## src/shared/dmz_map.svh

```systemverilog
// Purpose: register indices, field positions and reset values of the mode/zero block
// Assumes: 16-bit control words, index in bits 14:8
// Notes: definitions only
`ifndef DMZ_MAP_SVH
`define DMZ_MAP_SVH
`define DMZ_IDX_MODE 7'h12
`define DMZ_IDX_FILT 7'h14
`define DMZ_IDX_RDCTL 7'h15
`define DMZ_BIT_RW 15
`define DMZ_IDX_HI 14
`define DMZ_IDX_LO 8
`define DMZ_BIT_INC 7
`define DMZ_BIT_X4 7
`define DMZ_FLT_HI 6
`define DMZ_FLT_LO 5
`define DMZ_BIT_ZERO_MUTE_ENABLE 5
`define DMZ_RDIDX_HI 6
`define DMZ_RDIDX_LO 0
`define DMZ_RDIDX_RST 7'h01
`define DMZ_FIRST_REG 7'h01
`define DMZ_ZERO_COUNT 11'h400
`define DMZ_MIDSCALE 24'h000000
`endif

```

## src/shared/dmz_pkg.sv

```systemverilog
// Purpose: types of the mode/zero block
// Assumes: nothing beyond the map header
// Notes: roll-off codes kept as written, code 11 reserved
package dmz_pkg;
  typedef enum logic [1:0] {
    DMZ_SHARP = 2'h0,
    DMZ_SLOW1 = 2'h1,
    DMZ_SLOW2 = 2'h2,
    DMZ_RSVD = 2'h3
  } dmz_rolloff_e;
  typedef struct packed {
    logic [1:0] rolloff_select;
    logic interp_rate_select;
    logic zero_mute_enable;
    logic auto_inc;
    logic [6:0] read_index;
  } dmz_cfg_s;
  typedef struct packed {
    logic [10:0] count;
    logic flag;
  } dmz_zch_s;
endpackage : dmz_pkg

```

## src/hdl/dmz_mode_zero.sv

```systemverilog
// Purpose: mode control fields, read control register and zero detect / zero mute
// Assumes: control words arrive parsed from the serial port as one-cycle strobes
// Notes: framing of the serial port itself lives elsewhere
// Notes: the zero mute only touches the sample outputs, never the flags
`timescale 1ns/10ps
`include "dmz_map.svh"

module dmz_mode_zero (
  // clock and reset
  input wire logic core_clk,
  input wire logic rst_n,

  // parsed control word from the serial port
  input wire logic ctl_valid,
  input wire logic [15:0] ctl_word,

  // read answers toward the serial port
  output logic rd_valid,
  output logic [15:0] rd_data,
  output logic rd_last,
  input wire logic rd_ready,

  // audio samples, one pulse per word-clock period
  input wire logic word_clock_tick,
  input wire logic [23:0] sample_left,
  input wire logic [23:0] sample_right,

  // samples toward the interpolator
  output logic [23:0] out_left,
  output logic [23:0] out_right,

  // mode outputs
  output dmz_pkg::dmz_rolloff_e rolloff_effective,
  output logic interp_rate_select,

  // zero flags
  output logic zero_flag_left,
  output logic zero_flag_right
);
  // ===========================================================
  // state and local nets

  typedef struct packed {
    dmz_pkg::dmz_cfg_s cfg;
    logic rd_busy;
    logic [6:0] rd_ptr;
    logic [6:0] rd_end;
    logic [23:0] out_l;
    logic [23:0] out_r;
  } dmz_state_s;

  dmz_state_s st_q, st_d;

  logic [1:0] flags;
  logic [1:0] mute_hit;
  logic [23:0] samples [2];
  logic [23:0] next_out [2];

  logic [15:0] rd_word;
  logic is_read;
  logic [6:0] widx;
  logic ctl_take;
  logic rd_step;

  // index view of both inputs for the per-channel loop
  assign samples[0] = sample_left;
  assign samples[1] = sample_right;

  // ===========================================================
  // zero detectors and zero mute, one per channel

  for (genvar ch = 0; ch < 2; ch++) begin : g_zd
    dmz_zero_det u_det (
      .core_clk(core_clk),
      .rst_n(rst_n),
      .sample_valid(word_clock_tick),
      .sample(samples[ch]),
      .zero_flag(flags[ch])
    );

    // mute reads the flag, never feeds back into it
    assign mute_hit[ch] = st_q.cfg.zero_mute_enable && flags[ch];

    // no ramp: midscale replaces the sample from the word period after the flag sets
    assign next_out[ch] = mute_hit[ch] ? `DMZ_MIDSCALE : samples[ch];
  end

  // flags come straight from the detectors, untouched by the mute enable
  assign zero_flag_left = flags[0];
  assign zero_flag_right = flags[1];

  // ===========================================================
  // register read mux

  always_comb begin
    rd_word = 16'h0000;
    rd_word[`DMZ_IDX_HI:`DMZ_IDX_LO] = st_q.rd_ptr;
    // answers always carry a clear direction bit
    rd_word[`DMZ_BIT_RW] = 1'b0;

    unique case (st_q.rd_ptr)
      `DMZ_IDX_MODE: rd_word[`DMZ_BIT_ZERO_MUTE_ENABLE] = st_q.cfg.zero_mute_enable;
      `DMZ_IDX_FILT: begin
        rd_word[`DMZ_BIT_X4] = st_q.cfg.interp_rate_select;
        rd_word[`DMZ_FLT_HI:`DMZ_FLT_LO] = st_q.cfg.rolloff_select;
      end
      `DMZ_IDX_RDCTL: begin
        rd_word[`DMZ_BIT_INC] = st_q.cfg.auto_inc;
        rd_word[`DMZ_RDIDX_HI:`DMZ_RDIDX_LO] = st_q.cfg.read_index;
      end
      default: rd_word = rd_word;
    endcase
  end

  // ===========================================================
  // control decode

  assign is_read = ctl_word[`DMZ_BIT_RW];
  assign widx = ctl_word[`DMZ_IDX_HI:`DMZ_IDX_LO];

  // words arriving mid-answer are dropped so the answer never shifts under the host
  assign ctl_take = ctl_valid && !st_q.rd_busy;
  assign rd_step = st_q.rd_busy && rd_ready;

  // ===========================================================
  // state update

  always_comb begin
    st_d = st_q;

    // a new word, else one step of an answer in progress
    if (ctl_take) begin
      if (!is_read) begin
        unique case (widx)
          `DMZ_IDX_MODE: st_d.cfg.zero_mute_enable = ctl_word[`DMZ_BIT_ZERO_MUTE_ENABLE];
          `DMZ_IDX_FILT: begin
            st_d.cfg.interp_rate_select = ctl_word[`DMZ_BIT_X4];
            st_d.cfg.rolloff_select = ctl_word[`DMZ_FLT_HI:`DMZ_FLT_LO];
          end
          `DMZ_IDX_RDCTL: begin
            st_d.cfg.auto_inc = ctl_word[`DMZ_BIT_INC];
            st_d.cfg.read_index = ctl_word[`DMZ_RDIDX_HI:`DMZ_RDIDX_LO];
          end
          default: st_d.cfg = st_q.cfg;
        endcase
      end else begin
        st_d.rd_busy = 1'b1;

        // auto-increment always starts at register one
        if (st_q.cfg.auto_inc) begin
          st_d.rd_ptr = `DMZ_FIRST_REG;
          st_d.rd_end = st_q.cfg.read_index;
        end else begin
          st_d.rd_ptr = st_q.cfg.read_index;
          st_d.rd_end = st_q.cfg.read_index;
        end
      end
    end else if (rd_step) begin
      // busy drops once the host has taken the last word
      if (st_q.rd_ptr >= st_q.rd_end) begin
        st_d.rd_busy = 1'b0;
      end else begin
        st_d.rd_ptr = st_q.rd_ptr + 7'h01;
      end
    end

    if (word_clock_tick) begin
      st_d.out_l = next_out[0];
      st_d.out_r = next_out[1];
    end
  end

  // ===========================================================
  // registers

  // read index leaves reset pointing at register one
  always_ff @(posedge core_clk or negedge rst_n) begin
    if (!rst_n) begin
      st_q <= '0;
      st_q.cfg.read_index <= `DMZ_RDIDX_RST;
      st_q.rd_ptr <= `DMZ_FIRST_REG;
      st_q.rd_end <= `DMZ_FIRST_REG;
    end else begin
      st_q <= st_d;
    end
  end

  // ===========================================================
  // read answer outputs

  assign rd_valid = st_q.rd_busy;
  assign rd_data = rd_word;
  assign rd_last = st_q.rd_busy && (st_q.rd_ptr >= st_q.rd_end);

  // ===========================================================
  // audio and mode outputs

  assign out_left = st_q.out_l;
  assign out_right = st_q.out_r;
  assign interp_rate_select = st_q.cfg.interp_rate_select;

  // reserved code keeps the sharp filter
  assign rolloff_effective = (st_q.cfg.rolloff_select == dmz_pkg::DMZ_RSVD) ?
                             dmz_pkg::DMZ_SHARP :
                             dmz_pkg::dmz_rolloff_e'(st_q.cfg.rolloff_select);
endmodule : dmz_mode_zero

```

## src/hdl/dmz_zero_det.sv

```systemverilog
// Purpose: one channel zero detector counting word-clock periods
// Assumes: sample_valid pulses once per word-clock period with that channel's sample
// Notes: flag stays set while zeros continue
`timescale 1ns/10ps
`include "dmz_map.svh"
module dmz_zero_det (
  // clock and reset
  input wire logic core_clk,
  input wire logic rst_n,
  // sample stream
  input wire logic sample_valid,
  input wire logic [23:0] sample,
  // status
  output logic zero_flag
);
  dmz_pkg::dmz_zch_s s_q, s_d;
  always_comb begin
    s_d = s_q;
    if (sample_valid) begin
      if (sample != 24'h000000) begin
        s_d.count = 11'h000;
        s_d.flag = 1'b0;
      end else if (s_q.count != `DMZ_ZERO_COUNT) begin
        s_d.count = s_q.count + 11'h001;
        s_d.flag = (s_q.count + 11'h001) == `DMZ_ZERO_COUNT;
      end
    end
  end
  always_ff @(posedge core_clk or negedge rst_n) begin
    if (!rst_n) begin
      s_q <= '0;
    end else begin
      s_q <= s_d;
    end
  end
  assign zero_flag = s_q.flag;
endmodule : dmz_zero_det

```

## config.mk

```make
export PLATFORM = sky130hd
export DESIGN_NAME = dmz_mode_zero
export DESIGN_NICKNAME = d
export VERILOG_FILES = /design/src/shared/dmz_pkg.sv /design/src/hdl/dmz_mode_zero.sv /design/src/hdl/dmz_zero_det.sv
export VERILOG_INCLUDE_DIRS = /design/src /design/src/shared
export SDC_FILE = /design/constraint.sdc
export NUM_CORES = 1
export LEC_CHECK = 0
export BUFFER_PORTS_ARGS = -buffer_cell sky130_fd_sc_hd__buf_4
export CORE_AREA = 2 2 107 109
export CTS_CLUSTER_DIAMETER = 40
export DETAILED_ROUTE_END_ITERATION = 8
export DIE_AREA = 0 0 109 111
export HOLD_SLACK_MARGIN = 0.02
export PLACE_DENSITY = 0.85
export SLEW_MARGIN = 20
export SYNTH_ARGS = -nofsm -noshare
export SYNTH_HDL_FRONTEND = slang
export SYNTH_HIERARCHICAL = 1
export SYNTH_SLANG_ARGS = --single-unit
```

## constraint.sdc

```tcl
create_clock -name core_clk -period 3.2 [get_ports core_clk]
set_clock_uncertainty 0.2 [all_clocks]
set_input_delay 0.32 -clock core_clk [delete_from_list [all_inputs] [get_ports core_clk]]
set_output_delay 0.32 -clock core_clk [all_outputs]
set_load 0.03 [all_outputs]
```

==> results.tsv <==
stage	metric	value	unit
yosys	synth_xor_area_share	1.065	%
placement	port_buffers	138	
setup_path	setup.worst_path.end_class	primary output	
floorplan	die-area	12100	µm²
floorplan	die_y	111	µm
setup_path	crit_type	flop to primary output	
clock_tree	cts.sinks	99	
yosys	synth_compound_area_share	14.39	%
layout	fillers	839	
route	antenna_left	0	
layout	fin_nets	845	
min_path	hold_path_startpoint	sample_left[18]	
grt	grt_overflow_total	0	
yosys	synthDistinctLibCells	62	
placement	place_congestion	0.8780	
yosys	synth_warnings	6	
yosys	ys_ff_latch	99	
setup_path	crit_family	flip-flops	
setup_path	cp.arrival	2.22	ns
setup_path	r2r-start	rd_data[8]	
clock_tree	numCtsBuffers	9	
yosys	yosysSeqAreaShare	43.09	%
sta	fin_crit_sh	85.68	%
setup_path	crit_required	2.68	ns
sta	finalWorstPathRequiredPeriod	2.742	ns
placement	dp_hpwl	10210	µm
power_and_ir_drop	leakage	0.003447	µW
grt	grt_pass1_vias	5055	
layout	area_delta_synth_final	26.79	%
yosys	yosys-mux-area-fraction	2.912	%
floorplan	initial_core_util	51.98	%
yosys	synth_simple_gate_area_share	20.93	%
yosys	yosysTopAreaCell	dfrtp_1	
sta	fmax	364.7	MHz
route	wl_per_cell	16.61	µm
clock_tree	cts_tree	built	
yosys	syn_inst	634	
sta	fin_tns_setup	0	ns
setup_path	critPathLaunch	rd_data[8]	
grt	globalRouteTotalUtil	25.93	%
sta	hold_viol	0	
layout	seq_area	2481	µm²
run_status	status	completed	
yosys	avgSynthCellArea	9.082	µm²
grt	grt_pass1_wl	24780	µm
yosys	synthFlopType	dfrtp_1	
run	maxCapViolCount	0	
grt	grt_max_degree	65	
layout	final_cell_area	7301	µm²
route	dr.first_iter.drc_count	395	
route	viasPerCell	5.590	
yosys	synth_edf_count	0	
sta	worst_pin_slew	0.7471	ns
sta	slew_violations	0	
route	via_count	5070	
route	drc	0	
floorplan	io_pins	140	
floorplan	rows	39	
sta	worst_hold_slack	0.02809	ns
setup_path	path_cells	inv_1 -> ha_1 -> nand2b_1 -> a31oi_1 -> o21ai_2 -> and2_2 -> buf_4	
setup_path	cpMaxStageDelayCell	dfstp_2	
sta	setup_violations	0	
clock_tree	cts_buffer_depth	2	
floorplan	design.core.area	11080	µm²
yosys	async_reset_ff_share	100.0	%
grt	antenna_found_initial	0	
power_and_ir_drop	ir_worst_vdd	0.0003778	V
clock_tree	htree_levels	3	
yosys	yosys.area_share.adder	3.694	%
layout	multi_input_area	2482	µm²
setup_path	cp-start-kind	flop	
clock_tree	post_cts_resized	0	
sta	fin_ws	0.4582	ns
route	first_pass_iters	6	
yosys	synthTopCellsByCount	nand2_1, dfrtp_1, inv_1, o21ai_0, buf_4	
yosys	ys_top_cells_by_area	dfrtp_1, buf_4, nand2_1, o21ai_0, inv_1	
placement	placed_area	6491	µm²
yosys	syn-num-nets	720	
power_and_ir_drop	power.density	497.5	nW/µm²
floorplan	die_w	109	µm
layout	drive_gt1_share	26.70	%
yosys	synth.cell_area	5758	µm²
clock_tree	clk_latency	0.35	ns
yosys	synth.top_cell.area_share	41.72	%
route	routed_wl	15070	µm
placement	dp_slack	0.6173	ns
clock_tree	path_clk_slew	0.07	ns
clock_tree	cts_root_buffer	clkbuf_16	
setup_path	cp_slowest_stage_delay	0.58	ns
yosys	synth_most_common_cell	nand2_1	
layout	diodes	0	
setup_path	reg2reg_setup_slack	0.57	ns
min_path	hold_path_class	primary input to flop	
setup_path	cp_max_fo	6	
sta	relSlewSlack	50.19	%
setup_path	critical_path_buf_inv_count	2	
sta	rsz0062_at_grt	no	
yosys	synth_top_family_by_area	simple AND/OR/NAND/NOR gates	
## cell families (layout without fill, tap and decap cells)
logic type | count (synthesis) | in the layout
multiplexers | 15 | 15
buffers and inverters | 152 | 282
AO/OA/AOI/OAI | 128 | 128
flip-flops | 99 | 99
adder cells (fa/ha/maj) | 17 | 17
XOR/XNOR | 7 | 7
AND/OR/NAND/NOR | 215 | 215
other | 1 | 1
## through the flow
stage	instances	util, %	total power (µW)
after global routing	907	65.91	3825
after floorplan	634	-	2211
after global placement	840	58.60	2461
final	907	65.91	3632
after CTS	906	65.82	3654
after detailed placement	840	58.60	2497
## worst register-to-register path: stages, from the launching register on
cell      delay [ns]
dfstp_2         0.58
inv_1           0.12
ha_1            0.30
nand2b_1        0.14
a31oi_1         0.21
o21ai_2         0.16
nor2_1          0.36
o22ai_1         0.13
a221o_1         0.32
## worst paths after layout
check / to / cells past startpoint
worst max-delay path: rd_last / 7
worst min-delay path: out_left[18] / 3
worst max register to register: rd_data[14] / 8
worst min register to register: st_q[49] / 2
max in group asynchronous: out_left[21] / 3
min in group asynchronous: st_q[51] / 2
## area by class of cell
cell class | instances | share of cell area (%)
Inverter | 74 | 3.805
Clock inverter | 6 | 0.9597
Timing Repair Buffer | 192 | 21.66
Clock buffer | 10 | 3.136
Multi-Input combinational cell | 383 | 34.00
Tap cell | 143 | 2.451
Sequential cell | 99 | 33.98
## sequential cells by signal (all words and copies together), names as in the netlist
name and flops:
out_left 24, out_right 24, g_zd.u_det/s_q 22, st_q 18, rd_data 7, g_zd.u_det/zero_flag 2
interp_rate_select 1, rd_valid 1
## power by group
part / leakage [µW] / total (µW) / internal, µW / switching (µW)
Clock: 0.000148 / 1100 / 615 / 487
Combinational: 0.00203 / 1040 / 416 / 620
Sequential: 0.00127 / 1490 / 1360 / 129
## per-layer routing
metal | GRT usage (%) | vias up | part of all wire (%)
li1 | - | 2357 | -
met1 | 32.33 | 2474 | 40
met2 | 43.40 | 197 | 51
met3 | 4.233 | 42 | 5.2
met4 | 12.14 | 0 | 3.2
met5 | 0 | - | 0
## placed cells by master, fill, tap and decap left out, drive strengths merged, types with 15 or more instances in the layout
cell	synthesis	final
nor2	21	21
nand3	16	16
nor4	15	15
nand2	102	102
inv	74	77
dlygate4sd3	0	51
buf	69	141
o21ai	77	77
dfrtp	96	96
ha	17	17
## timing repair
| action | CTS | global route |
|---|---|---|
| hold buffers | 50 | 1 |
| buffers inserted | 0 | 0 |
| hold endpoints to repair | 103 | 1 |
Note: power is estimated with default switching activity, not from simulation.
